`src/rtl/bmscc_pkg.sv`:
```
// Shared constants and types for the boot mode, status pin and clock setup block.
// Assumes a single 50 MHz clock domain and a word-aligned register port.
package bmscc_pkg;

    // ------------------------------------------------------------
    // Register map
    // ------------------------------------------------------------
    localparam int unsigned ADDR_W = 4;
    localparam logic [3:0] ADDR_CTRL = 4'h0;
    localparam logic [3:0] ADDR_STAT = 4'h4;
    localparam logic [3:0] ADDR_FREQ = 4'h8;

    // Control word field positions
    localparam int unsigned CTRL_FUNC_LSB = 0;
    localparam int unsigned CTRL_GPO_BIT = 2;
    localparam int unsigned CTRL_DBL_BIT = 3;
    localparam int unsigned CTRL_SPR_LSB = 4;
    localparam int unsigned CTRL_SYNC_BIT = 6;

    // Status word field positions
    localparam int unsigned STAT_DOWNLOAD_CONNECTOR_BIT = 0;
    localparam int unsigned STAT_RUN_BIT = 1;
    localparam int unsigned STAT_LOAD_BIT = 2;
    localparam int unsigned STAT_PINS_LSB = 3;
    localparam int unsigned STAT_SCLK_BIT = 5;

    // ------------------------------------------------------------
    // Types
    // ------------------------------------------------------------
    typedef enum logic [1:0] {
        ST_FETCH = 2'h0,
        ST_INTACK = 2'h1,
        ST_GPO = 2'h2
    } bmscc_stfunc_t;

    typedef enum logic [1:0] {
        SPR_OFF = 2'h0,
        SPR_NORMAL = 2'h1,
        SPR_STRONG = 2'h2
    } bmscc_spread_t;

    typedef enum logic [4:0] {
        S_RESET = 5'h01,
        S_SAMPLE = 5'h02,
        S_RUN = 5'h04,
        S_PROGWAIT = 5'h08,
        S_PROGRUN = 5'h10
    } bmscc_state_t;

    typedef struct packed {
        logic serial_sync;
        bmscc_spread_t spread;
        logic doubler_en;
        logic gpo_level;
        bmscc_stfunc_t func;
    } bmscc_cfg_t;

    localparam bmscc_cfg_t CFG_RST = '{serial_sync: 1'b0, spread: SPR_NORMAL,
        doubler_en: 1'b1, gpo_level: 1'b1, func: ST_FETCH};

    // ------------------------------------------------------------
    // Boot and timing
    // ------------------------------------------------------------
    localparam logic [1:0] PINS_PROGRAM = 2'h3;
    localparam logic [15:0] RUN_START_ADDR = 16'h0000;
    localparam logic [15:0] RES_KHZ = 16'h2B34;
    localparam int unsigned CLK_NS = 20;
    localparam int unsigned RST_HOLD_NS = 1000;
    localparam int unsigned RST_HOLD_CYC = (RST_HOLD_NS + CLK_NS - 1) / CLK_NS;
    localparam int unsigned SETTLE_CYC = 3;

endpackage : bmscc_pkg

```
`src/rtl/bmscc_sync.sv`:
```
// Two-stage synchroniser for a group of pin levels.
// Assumes the inputs are static levels; no pulse capture.
`timescale 1ns/1ps
module bmscc_sync #(
    parameter int unsigned W = 1,
    parameter logic [W-1:0] RST_VAL = '0
) (
    input wire logic clk,
    input wire logic rst_b,
    input wire logic [W-1:0] pin,
    output logic [W-1:0] lvl
);

    logic [W-1:0] meta_q;

    // First stage feeds only the second stage
    always_ff @(posedge clk or negedge rst_b) begin
        if (!rst_b) begin
            meta_q <= RST_VAL;
            lvl <= RST_VAL;
        end else begin
            meta_q <= pin;
            lvl <= meta_q;
        end
    end

endmodule : bmscc_sync

```
`src/rtl/bmscc_top.sv`:
```
// Boot mode sequencer, status pin, external reset and clock setup.
// Assumes a 50 MHz clk, a register port master and raw pins from the connector.
//
// Overview of operation
// - Both boot select pins high at reset give program mode and a cold boot; low gives run mode.
// - In run mode execution starts at address zero once reset is released, with no download.
// - In fetch mode the status pin goes low during the first opcode fetch of each instruction.
// - In interrupt mode the status pin goes low during each interrupt acknowledge cycle.
// - In output mode the status pin shows the level that software last wrote.
// - The external reset input forces a hard reset of the processor and the peripheral logic.
// - With the doubler on, the system clock is twice the resonator frequency.
// - The doubler is on after reset and software can turn it off, leaving the resonator rate.
// - The spreader has off, normal and strong settings 0, 1 and 2, with normal after reset.
// - The serial port runs clocked, or asynchronous with its clock line read as an input.
// - Once running, the boot select pins read as inputs and the status pin acts as an output.
//
// The strobed register port and the placing of the registers were decided locally.
`timescale 1ns/1ps
module bmscc_top (
    input wire logic clk,
    input wire logic rst_b,
    input wire logic [3:0] reg_addr,
    input wire logic [31:0] reg_wdata,
    input wire logic reg_we,
    input wire logic reg_re,
    output logic [31:0] reg_rdata,
    input wire logic [1:0] boot_select_pins,
    input wire logic reset_in_b,
    input wire logic serial_clk_pin,
    input wire logic cpu_first_fetch,
    input wire logic cpu_int_ack,
    input wire logic boot_load_done,
    output logic status_pin,
    output logic cpu_reset_b,
    output logic periph_reset_b,
    output logic cpu_run,
    output logic [15:0] cpu_start_addr,
    output logic boot_load_req,
    output logic program_mode,
    output logic doubler_en,
    output logic [1:0] spread_setting,
    output logic serial_sync_mode
);

    // ------------------------------------------------------------
    // Pin synchronisers
    // ------------------------------------------------------------
    logic [3:0] pins_s;
    logic [1:0] boot_pins_s;
    logic reset_in_s;
    logic sclk_s;

    bmscc_sync #(
        .W(4),
        .RST_VAL(4'h4)
    ) u_sync (
        .clk(clk),
        .rst_b(rst_b),
        .pin({serial_clk_pin, reset_in_b, boot_select_pins}),
        .lvl(pins_s)
    );

    assign boot_pins_s = pins_s[1:0];
    assign reset_in_s = pins_s[2];
    assign sclk_s = pins_s[3];

    // ------------------------------------------------------------
    // External hard reset with stretch
    // ------------------------------------------------------------
    logic ext_rst;
    logic hard_rst;
    logic [5:0] hold_q;

    assign ext_rst = !reset_in_s;

    // Stretch so a bouncing button still yields one clean reset
    always_ff @(posedge clk or negedge rst_b) begin
        if (!rst_b) begin
            hold_q <= 6'h00;
        end else if (ext_rst) begin
            hold_q <= 6'(bmscc_pkg::RST_HOLD_CYC);
        end else if (hold_q != 6'h00) begin
            hold_q <= hold_q - 6'h01;
        end
    end

    assign hard_rst = ext_rst || (hold_q != 6'h00);

    always_ff @(posedge clk or negedge rst_b) begin
        if (!rst_b) begin
            periph_reset_b <= 1'b0;
        end else begin
            periph_reset_b <= !hard_rst;
        end
    end

    // ------------------------------------------------------------
    // Boot sequencer
    // ------------------------------------------------------------
    bmscc_pkg::bmscc_state_t state_q;
    logic [1:0] settle_q;

    always_ff @(posedge clk or negedge rst_b) begin
        if (!rst_b) begin
            state_q <= bmscc_pkg::S_RESET;
        end else if (hard_rst) begin
            state_q <= bmscc_pkg::S_RESET;
        end else begin
            case (state_q)
                bmscc_pkg::S_RESET: begin
                    if (settle_q == 2'(bmscc_pkg::SETTLE_CYC)) begin
                        state_q <= bmscc_pkg::S_SAMPLE;
                    end
                end
                bmscc_pkg::S_SAMPLE: begin
                    // Mixed pin levels are not a program request
                    if (boot_pins_s == bmscc_pkg::PINS_PROGRAM) begin
                        state_q <= bmscc_pkg::S_PROGWAIT;
                    end else begin
                        state_q <= bmscc_pkg::S_RUN;
                    end
                end
                bmscc_pkg::S_PROGWAIT: begin
                    if (boot_load_done) begin
                        state_q <= bmscc_pkg::S_PROGRUN;
                    end
                end
                bmscc_pkg::S_RUN: state_q <= bmscc_pkg::S_RUN;
                bmscc_pkg::S_PROGRUN: state_q <= bmscc_pkg::S_PROGRUN;
                default: state_q <= bmscc_pkg::S_RESET;
            endcase
        end
    end

    // Waits for the synchroniser to carry real pin levels
    always_ff @(posedge clk or negedge rst_b) begin
        if (!rst_b) begin
            settle_q <= 2'h0;
        end else if (hard_rst || state_q != bmscc_pkg::S_RESET) begin
            settle_q <= 2'h0;
        end else if (settle_q != 2'(bmscc_pkg::SETTLE_CYC)) begin
            settle_q <= settle_q + 2'h1;
        end
    end

    always_ff @(posedge clk or negedge rst_b) begin
        if (!rst_b) begin
            program_mode <= 1'b0;
        end else if (state_q == bmscc_pkg::S_SAMPLE) begin
            program_mode <= (boot_pins_s == bmscc_pkg::PINS_PROGRAM);
        end
    end

    always_ff @(posedge clk or negedge rst_b) begin
        if (!rst_b) begin
            cpu_reset_b <= 1'b0;
            cpu_run <= 1'b0;
            boot_load_req <= 1'b0;
            cpu_start_addr <= bmscc_pkg::RUN_START_ADDR;
        end else begin
            cpu_reset_b <= !hard_rst && state_q != bmscc_pkg::S_RESET
                && state_q != bmscc_pkg::S_SAMPLE;
            cpu_run <= !hard_rst && (state_q == bmscc_pkg::S_RUN
                || state_q == bmscc_pkg::S_PROGRUN);
            boot_load_req <= !hard_rst && state_q == bmscc_pkg::S_PROGWAIT;
            cpu_start_addr <= bmscc_pkg::RUN_START_ADDR;
        end
    end

    // ------------------------------------------------------------
    // Configuration register
    // ------------------------------------------------------------
    bmscc_pkg::bmscc_cfg_t cfg_q;
    logic ctrl_wr;
    logic [1:0] wr_func;
    logic [1:0] wr_spr;

    assign ctrl_wr = reg_we && reg_addr == bmscc_pkg::ADDR_CTRL;
    assign wr_func = reg_wdata[bmscc_pkg::CTRL_FUNC_LSB +: 2];
    assign wr_spr = reg_wdata[bmscc_pkg::CTRL_SPR_LSB +: 2];

    always_ff @(posedge clk or negedge rst_b) begin
        if (!rst_b) begin
            cfg_q <= bmscc_pkg::CFG_RST;
        end else if (hard_rst) begin
            cfg_q <= bmscc_pkg::CFG_RST;
        end else if (ctrl_wr) begin
            // Code 3 is not a function; old selection stays
            if (wr_func != 2'h3) begin
                cfg_q.func <= bmscc_pkg::bmscc_stfunc_t'(wr_func);
            end
            // Code 3 is not a setting; old setting stays
            if (wr_spr != 2'h3) begin
                cfg_q.spread <= bmscc_pkg::bmscc_spread_t'(wr_spr);
            end
            cfg_q.gpo_level <= reg_wdata[bmscc_pkg::CTRL_GPO_BIT];
            cfg_q.doubler_en <= reg_wdata[bmscc_pkg::CTRL_DBL_BIT];
            cfg_q.serial_sync <= reg_wdata[bmscc_pkg::CTRL_SYNC_BIT];
        end
    end

    assign doubler_en = cfg_q.doubler_en;
    assign spread_setting = cfg_q.spread;
    assign serial_sync_mode = cfg_q.serial_sync;

    // ------------------------------------------------------------
    // Status pin
    // ------------------------------------------------------------
    always_ff @(posedge clk or negedge rst_b) begin
        if (!rst_b) begin
            status_pin <= 1'b1;
        end else begin
            case (cfg_q.func)
                bmscc_pkg::ST_FETCH: status_pin <= !cpu_first_fetch;
                bmscc_pkg::ST_INTACK: status_pin <= !cpu_int_ack;
                bmscc_pkg::ST_GPO: status_pin <= cfg_q.gpo_level;
                default: status_pin <= 1'b1;
            endcase
        end
    end

    // ------------------------------------------------------------
    // Register reads
    // ------------------------------------------------------------
    logic [15:0] sys_khz;
    logic [31:0] stat_word;

    // Doubled rate is exact; 11060 kHz gives the nominal 22.1 MHz
    assign sys_khz = cfg_q.doubler_en ? 16'(bmscc_pkg::RES_KHZ << 1)
        : bmscc_pkg::RES_KHZ;

    always_comb begin
        stat_word = 32'h00000000;
        stat_word[bmscc_pkg::STAT_DOWNLOAD_CONNECTOR_BIT] = program_mode;
        stat_word[bmscc_pkg::STAT_RUN_BIT] = cpu_run;
        stat_word[bmscc_pkg::STAT_LOAD_BIT] = boot_load_req;
        stat_word[bmscc_pkg::STAT_PINS_LSB +: 2] = boot_pins_s;
        // Clock line is a plain input only in the asynchronous mode
        stat_word[bmscc_pkg::STAT_SCLK_BIT] = sclk_s && !cfg_q.serial_sync;
    end

    always_ff @(posedge clk or negedge rst_b) begin
        if (!rst_b) begin
            reg_rdata <= 32'h00000000;
        end else if (reg_re) begin
            case (reg_addr)
                bmscc_pkg::ADDR_CTRL: reg_rdata <= {25'h0000000, cfg_q};
                bmscc_pkg::ADDR_STAT: reg_rdata <= stat_word;
                bmscc_pkg::ADDR_FREQ: reg_rdata <= {16'h0000, sys_khz};
                default: reg_rdata <= 32'h00000000;
            endcase
        end else begin
            reg_rdata <= 32'h00000000;
        end
    end

    // ------------------------------------------------------------
    // Assertions
    // ------------------------------------------------------------
    property p_download_connector_mode;
        @(posedge clk) disable iff (!rst_b)
        (state_q == bmscc_pkg::S_SAMPLE && !hard_rst && boot_pins_s == 2'h3)
            |=> program_mode ##1 boot_load_req && !cpu_run;
    endproperty
    a_download_connector_mode: assert property (p_download_connector_mode) else $error("program mode not entered");

    property p_run_mode;
        @(posedge clk) disable iff (!rst_b)
        (state_q == bmscc_pkg::S_SAMPLE && !hard_rst && boot_pins_s == 2'h0)
            |=> !program_mode ##1 cpu_run && !boot_load_req;
    endproperty
    a_run_mode: assert property (p_run_mode) else $error("run mode not entered");

    property p_run_addr;
        @(posedge clk) disable iff (!rst_b)
        $rose(cpu_run) |-> cpu_start_addr == 16'h0000 && cpu_reset_b;
    endproperty
    a_run_addr: assert property (p_run_addr) else $error("run start not at zero");

    property p_fetch;
        @(posedge clk) disable iff (!rst_b || hard_rst || ctrl_wr)
        (cfg_q.func == bmscc_pkg::ST_FETCH) |=> status_pin == !$past(cpu_first_fetch);
    endproperty
    a_fetch: assert property (p_fetch) else $error("status not low on fetch");

    property p_intack;
        @(posedge clk) disable iff (!rst_b || hard_rst || ctrl_wr)
        (cfg_q.func == bmscc_pkg::ST_INTACK) |=> status_pin == !$past(cpu_int_ack);
    endproperty
    a_intack: assert property (p_intack) else $error("status not low on int ack");

    property p_gpo;
        @(posedge clk) disable iff (!rst_b || hard_rst)
        (ctrl_wr && wr_func == 2'h2) |=> ##1 status_pin == $past(reg_wdata[2], 2);
    endproperty
    a_gpo: assert property (p_gpo) else $error("status not at written level");

    property p_ext_rst;
        @(posedge clk) disable iff (!rst_b)
        ext_rst |=> !periph_reset_b && !cpu_reset_b && !cpu_run ##1 cfg_q == bmscc_pkg::CFG_RST;
    endproperty
    a_ext_rst: assert property (p_ext_rst) else $error("external reset not honoured");

    property p_freq;
        @(posedge clk) disable iff (!rst_b)
        doubler_en |-> sys_khz == 16'(bmscc_pkg::RES_KHZ * 2);
    endproperty
    a_freq: assert property (p_freq) else $error("doubled rate wrong");

    property p_dbl_off;
        @(posedge clk) disable iff (!rst_b || hard_rst)
        (ctrl_wr && !reg_wdata[3]) |=> !doubler_en && sys_khz == bmscc_pkg::RES_KHZ;
    endproperty
    a_dbl_off: assert property (p_dbl_off) else $error("doubler not disabled");

    property p_spread;
        @(posedge clk) disable iff (!rst_b || hard_rst)
        (ctrl_wr && wr_spr == 2'h3) |=> $stable(spread_setting) && spread_setting != 2'h3;
    endproperty
    a_spread: assert property (p_spread) else $error("bad spread setting taken");

    property p_func;
        @(posedge clk) disable iff (!rst_b)
        cfg_q.func != 2'h3;
    endproperty
    a_func: assert property (p_func) else $error("no status function active");

    property p_sclk;
        @(posedge clk) disable iff (!rst_b)
        (reg_re && reg_addr == bmscc_pkg::ADDR_STAT && serial_sync_mode)
            |=> !reg_rdata[5];
    endproperty
    a_sclk: assert property (p_sclk) else $error("clock line read in clocked mode");

    c_download_connector: cover property (@(posedge clk) disable iff (!rst_b) $rose(boot_load_req));
    c_run: cover property (@(posedge clk) disable iff (!rst_b) $rose(cpu_run) && !program_mode);
    c_fetch: cover property (@(posedge clk) disable iff (!rst_b) $fell(status_pin) && cpu_run);
    c_extrst: cover property (@(posedge clk) disable iff (!rst_b) $rose(ext_rst) && cpu_run);
    c_intack: cover property (@(posedge clk) disable iff (!rst_b) $fell(status_pin) && cfg_q.func == bmscc_pkg::ST_INTACK);

endmodule : bmscc_top

```
`config.mk`:
```
export PLATFORM = sky130hd
export DESIGN_NAME = bmscc_top
export DESIGN_NICKNAME = d
export VERILOG_FILES = /design/src/rtl/bmscc_pkg.sv /design/src/rtl/bmscc_sync.sv /design/src/rtl/bmscc_top.sv
export SDC_FILE = /design/constraint.sdc
export NUM_CORES = 1
export LEC_CHECK = 0
export BUFFER_PORTS_ARGS = -buffer_cell sky130_fd_sc_hd__buf_2
export CORE_MARGIN = 3
export CORE_UTILIZATION = 50
export DETAILED_ROUTE_END_ITERATION = 10
export PLACE_DENSITY_LB_ADDON = 0.2
export SLEW_MARGIN = 20
export SYNTH_ARGS = -nofsm -noshare
export SYNTH_HDL_FRONTEND = slang
export SYNTH_SLANG_ARGS = --single-unit
```
`constraint.sdc`:
```
create_clock -name clk -period 4.1 [get_ports clk]
set_clock_uncertainty 0.2 [all_clocks]
set_input_delay 0.205 -clock clk [delete_from_list [all_inputs] [get_ports clk]]
set_output_delay 0.205 -clock clk [all_outputs]
set_load 0.01 [all_outputs]
```
Yosys cells after proc, flatten, opt, wreduce, memory -nomap -nowiden

Index checks and enable logic that the tools add are counted.

Input port bits: 47
Flip-flop bits (word level): 66
Output and inout bits: 58
Logic and storage cells: 79

Reduce and logical (&&, ||, !) cells: 24
Add/subtract/negate cells: 2
Mux-type cells: 17
Eq/ne operators: 19

Operators by type and width:

| kind                                                                     | count |
|---|---|
| 15-bit case mux with 3 select lines                                      | 1 |
| 32-bit two-way mux                                                       | 1 |
| 5-bit case mux with 5 select lines                                       | 1 |
| 15-bit two-way mux                                                       | 1 |
| 5-bit two-way mux                                                        | 3 |
| 7-bit two-way mux                                                        | 2 |
| 6-bit two-way mux                                                        | 2 |
| 2-bit two-way mux                                                        | 4 |
| 2-bit inequality test (second input constant)                            | 4 |
| 2-bit nonzero test                                                       | 4 |
| 2-bit equality test (second input constant)                              | 3 |
| 1-bit logical AND                                                        | 6 |
| 3-bit inequality test (second input constant)                            | 2 |
| 2-bit AND reduction                                                      | 3 |
| 6-bit nonzero test                                                       | 1 |
| 6-bit by 1-bit subtractor with 6-bit output (second input constant)      | 1 |
| 5-bit by 1-bit equality test with 1-bit output (second input constant)   | 1 |
| 5-bit by 2-bit equality test with 1-bit output (second input constant)   | 1 |
| 5-bit by 3-bit equality test with 1-bit output (second input constant)   | 1 |
| 5-bit by 4-bit equality test with 1-bit output (second input constant)   | 1 |
| 5-bit equality test (second input constant)                              | 1 |
| 1-bit logical NOT                                                        | 5 |
| 5-bit by 1-bit inequality test with 1-bit output (second input constant) | 1 |
| 5-bit by 2-bit inequality test with 1-bit output (second input constant) | 1 |
| 9 further kinds                                                          | 11 |

Logic depth before layout (Yosys ltp)

Word-level depth: 5
Gate-level depth with buffers: 6
Gate-level depth less buffers: 6

Modules after synthesis

A second synthesis with hierarchy kept.

Cells, all modules: 209
Area, all modules: 2258.4 µm²

Modules (own cells, without submodules):

| module     | cells an instance | instances | seq. area each (µm²) | area an instance (µm²) |
|---|---|---|---|---|
| bmscc_top  | 201               | 1         | 907.1                | 2055.7 |
| bmscc_sync | 8                 | 1         | 202.7                | 202.7 |

Worst setup path before layout

OpenSTA, ideal clock, no wires.

Kind: flip-flop to flip-flop
From: reg hold_q[0]
To: reg boot_load_req
Required time: 3.799 ns
Data arrival time: 1.405 ns
Setup slack: 2.394 ns
Setup time: 0.101 ns
Period minus slack after synthesis: 1.706 ns
Path buffers: 1
Cell stages (with the launch flop): 7
Cell sequence: dfrtp_1 -> inv_1 -> ha_1 -> nor2b_1 -> nand3_1 -> clkbuf_1 -> nor4_1

Cells in the longest elaborated chain, start to end: 4

Ends and longest elaborated chain:

| what                   | line             | source |
|---|---|---|
| start, declared        | bmscc_top.sv:72  | `logic [5:0] hold_q;` |
| start signal, assigned | bmscc_top.sv:81  | `hold_q <= 6'(bmscc_pkg::RST_HOLD_CYC);` |
| start signal, assigned | bmscc_top.sv:83  | `hold_q <= hold_q - 6'h01;` |
| 6-bit nonzero test     | bmscc_top.sv:87  | `assign hard_rst = ext_rst \|\| (hold_q != 6'h00);` |
| 1-bit logical OR       | bmscc_top.sv:87  |  |
| 1-bit logical NOT      | bmscc_top.sv:165 | `boot_load_req <= !hard_rst && state_q == bmscc_pkg::S_PROGWAIT;` |
| 1-bit logical AND      | bmscc_top.sv:165 |  |
| end signal, assigned   | bmscc_top.sv:165 |  |
| end, declared          | bmscc_top.sv:38  | `output logic boot_load_req,` |

No other way between the ends.
A chain may end at the register's enable or synchronous reset.

Worst setup path after layout

From: reg hold_q[0]
To: reg cfg_q, in the netlist spread_setting[1]

Cells in the longest elaborated chain, start to end: 4
Elaborated cells on any way between the ends: 6
Classes of those cells: 1 x mux; 5 x reduce/logical

Ends and longest elaborated chain:

| what                          | line             | source |
|---|---|---|
| 6-bit nonzero test (*)        | bmscc_top.sv:87  |  |
| 1-bit logical OR (*)          | bmscc_top.sv:87  |  |
| 2-bit nonzero test (no line)  | --               |  |
| 2-bit AND reduction (no line) | --               |  |
| end signal, assigned          | bmscc_top.sv:184 | `cfg_q <= bmscc_pkg::CFG_RST;` |
| end signal, assigned          | bmscc_top.sv:186 | `cfg_q <= bmscc_pkg::CFG_RST;` |
| end, declared                 | bmscc_top.sv:173 | `bmscc_pkg::bmscc_cfg_t cfg_q;` |

Mark *: on every way between the ends. The rest lies on a longest branch, timed or not.

==> flow_metrics.py <==
metrics = {
    "power": {
        "p_sw_share_pct": 22.8,
        "power_frac_clock_pct": 37.1,
        "pwr-share-comb_pct": 9.3,
        "p_switching_uw": 194,
        "seqPwrFrac_pct": 53.7,
        "cellPowerDensity_nw_per_um2": 338,
        "cell_internal_pwr_uw": 656,
        "power_uw": 849,
        "peakVddDrop_uv": 193,
        "p_leak_nw": 1.21,
    },
    "detailed_routing": {
        "drtPass1Iterations": 4,
        "wirelength_um": 4170,
        "ant_nets": 0,
        "via_count": 1538,
        "drt_iter0_drc": 74,
        "wl_per_cell_um": 13.5,
        "avgViaCountPerCell": 4.99,
        "drc_errors": 0,
    },
    "die": {
        "num_rows": 23,
        "initial_utilization_pct": 53.4,
        "die_h_um": 72.6,
        "die_x_um": 72.6,
        "dieArea_sq_um": 5260,
        "core_sq_um": 4140,
        "boundaryPins": 105,
    },
    "sta": {
        "rsz0062_at_grt": "no",
        "finalHoldViolations": 0,
        "layout_setup_ws_ns": 1.86,
        "worstMarginPinSlew_ns": 0.959,
        "fin_crit_sh_pct": 54.7,
        "setup_tns_ns": 0,
        "max_freq_mhz": 446,
        "finalWorstPathRequiredPeriod_ns": 2.24,
        "finalSetupViolations": 0,
        "slew_violations": 0,
        "max-slew-margin-rel_pct": 36.0,
    },
    "setup_path": {
        "cp_max_fo": 11,
        "worst_r2r_path_depth": 6,
        "critPathArrivalTime_ns": 2.27,
        "r2r_setup_slack_ns": 1.86,
        "path_class": "reg2reg",
        "cp-start-kind": "flip-flop",
        "cp-end-kind": "flip-flop",
        "required_ns": 4.13,
    },
    "hold_path": {
        "holdPathStages": 2,
        "min_path_type": "in2reg",
    },
    "layout": {
        "diodes": 0,
        "area_growth_pct": 13.4,
        "drive_gt1_share_pct": 27.9,
        "postLayoutCoreUtil_pct": 60.6,
        "fin_nets": 307,
        "n_fill_cell": 371,
    },
    "synth": {
        "netlist_top_cells_area": "dfrtp_1, buf_4, dfstp_2",
        "synth_compound_area_share_pct": 9.77,
        "synth_top_area_share_pct": 41.8,
        "syn_area_sq_um": 2210,
        "ys_ff_latch": 44,
        "synth_top_family_by_area": "simple AND/OR/NAND/NOR gates",
        "synth_xor_area_share_pct": 1.19,
        "yosysMostFrequentCell": "buf_4",
        "synth_warnings": 0,
        "synth-simple-area-share_pct": 17.6,
        "synth_cells": 209,
        "synth_cell_type_count": 46,
        "synthAdderAreaFrac_pct": 1.13,
        "async_flop_share_pct": 100,
        "synth_edf_count": 0,
        "yosys-top-cells-count": "buf_4, dfrtp_1, nor3_1",
        "synth.area.mux_share_pct": 4.24,
        "seq_area_frac_synth_pct": 50.1,
        "netlist.top_cell.by_area": "dfrtp_1",
        "ys.flop_type": "dfrtp_1",
        "syn_avg_cell_area_sq_um": 10.6,
    },
    "clock_tree": {
        "ctsResizeCount": 0,
        "clock_path_buffers": 2,
        "clock_sinks": 44,
        "clk_latency_ns": 0.29,
        "cts.htree.levels": 2,
        "clk_pin_slew_worst_paths_ns": 0.08,
        "cts_root_buffer": "clkbuf_8",
        "cts_inserted_buffers": 5,
        "tritoncts": "done",
    },
    "global_route": {
        "grt_pass1_vias": 1382,
        "overflow": 0,
        "grt_first_pass_wirelength_um": 6620,
        "grt_usage_pct": 16.2,
        "grt_max_degree": 45,
        "antenna_found_initial": 0,
    },
    "placement": {
        "gp_congestion": 0.839,
        "io_buffers": 45,
        "dp_hpwl_um": 2940,
        "pre_cts_ws_ns": 1.89,
    },
    "run_status": {
        "status": "finished, final reports clean",
    },
    "job": {
        "maxCapViolations": 0,
    },
}
-- flip-flops by register name (all words and copies together), names as in the netlist, 2 cells and up --
signal	flops
u_sync.lvl	4
cfg_q	3
u_sync.meta_q	4
state_q	5
spread_setting	2
reg_rdata	10
hold_q	6
settle_q	2
-- timing repair --
action / 4_1_cts / 5_1_grt
hold endpoints to repair: 46 / 0
buffers inserted: 0 / 0
hold buffers: 11 / 0
-- critical path: stages (launching register included) --
cell and delay, ns:
dfrtp_1 0.42, inv_1 0.09, ha_1 0.18, nor2b_1 0.31, nand3_1 0.44, clkinv_1 0.32, o221a_2 0.22
-- layout make-up --
type / count / area [sq um] / area share, %
Clock buffer: 6 / 72.6 / 2.89
Clock inverter: 1 / 30.0 / 1.20
Inverter: 6 / 22.5 / 0.896
Multi-Input combinational cell: 145 / 880 / 35.0
Sequential cell: 44 / 1110 / 44.2
Tap cell: 50 / 62.6 / 2.49
Timing Repair Buffer: 56 / 335 / 13.3
-- per-stage QoR --
step | hold slack (ns) | cells | instance area [sq um]
2_1_floorplan | -0.291 | 242 | 2340
3_3_place_gp | 0.110 | 290 | 2300
3_5_place_dp | 0.114 | 290 | 2300
4_1_cts | 0.0205 | 308 | 2510
5_1_grt | 0.0236 | 308 | 2510
6_report | 0.0253 | 308 | 2510
-- cells in the final DEF (no fill, tap or decap), drive strengths merged, types with 3 or more instances in the layout --
master	count
clkbuf	6
or3	3
nor4	4
dfstp	7
conb	34
mux2i	6
nand2	3
nor2b	6
nand2b	7
mux2	3
buf	45
nor3	15
dlygate4sd3	11
inv	5
o21ai	11
nand3	9
a21oi	6
nor2	5
or4	3
dfrtp	37
-- power by group through the flow --
stage / sequential, mW / combinational (mW) / clock [mW]
after global placement: 0.463 / 0.0697 / 0
final: 0.456 / 0.0786 / 0.315
after global routing: 0.458 / 0.0888 / 0.341
after detailed placement: 0.464 / 0.0704 / 0
after CTS: 0.455 / 0.0786 / 0.324
after floorplan: 0.462 / 0.0674 / 0
-- per-layer routing --
metal  wire length (um)  share of wire (%)  global-route usage, %
met4                 58                1.4                   6.15
met1               1850                 44                   22.5
met3                219                5.3                   3.32
met5                  0                  0                      0
met2               2040                 49                   25.2
-- worst paths after layout --
path,from,to
max in group asynchronous,rst_b,state_q[1]
hold reg to reg,u_sync.meta_q[0],u_sync.lvl[0]
setup / recovery,hold_q[0],spread_setting[1]
hold / removal,reg_wdata[0],cfg_q[0]
min in group asynchronous,rst_b,hold_q[0]
setup reg to reg,hold_q[0],spread_setting[1]
-- kinds of logic after synthesis --
group,Yosys count
AND/OR/NAND/NOR,65
buffers and inverters,53
flip-flops,44
AO/OA/AOI/OAI,32
multiplexers,9
XOR/XNOR,3
adder cells (fa/ha/maj),2
other,1
Note: power is estimated with default switching activity, not from simulation.
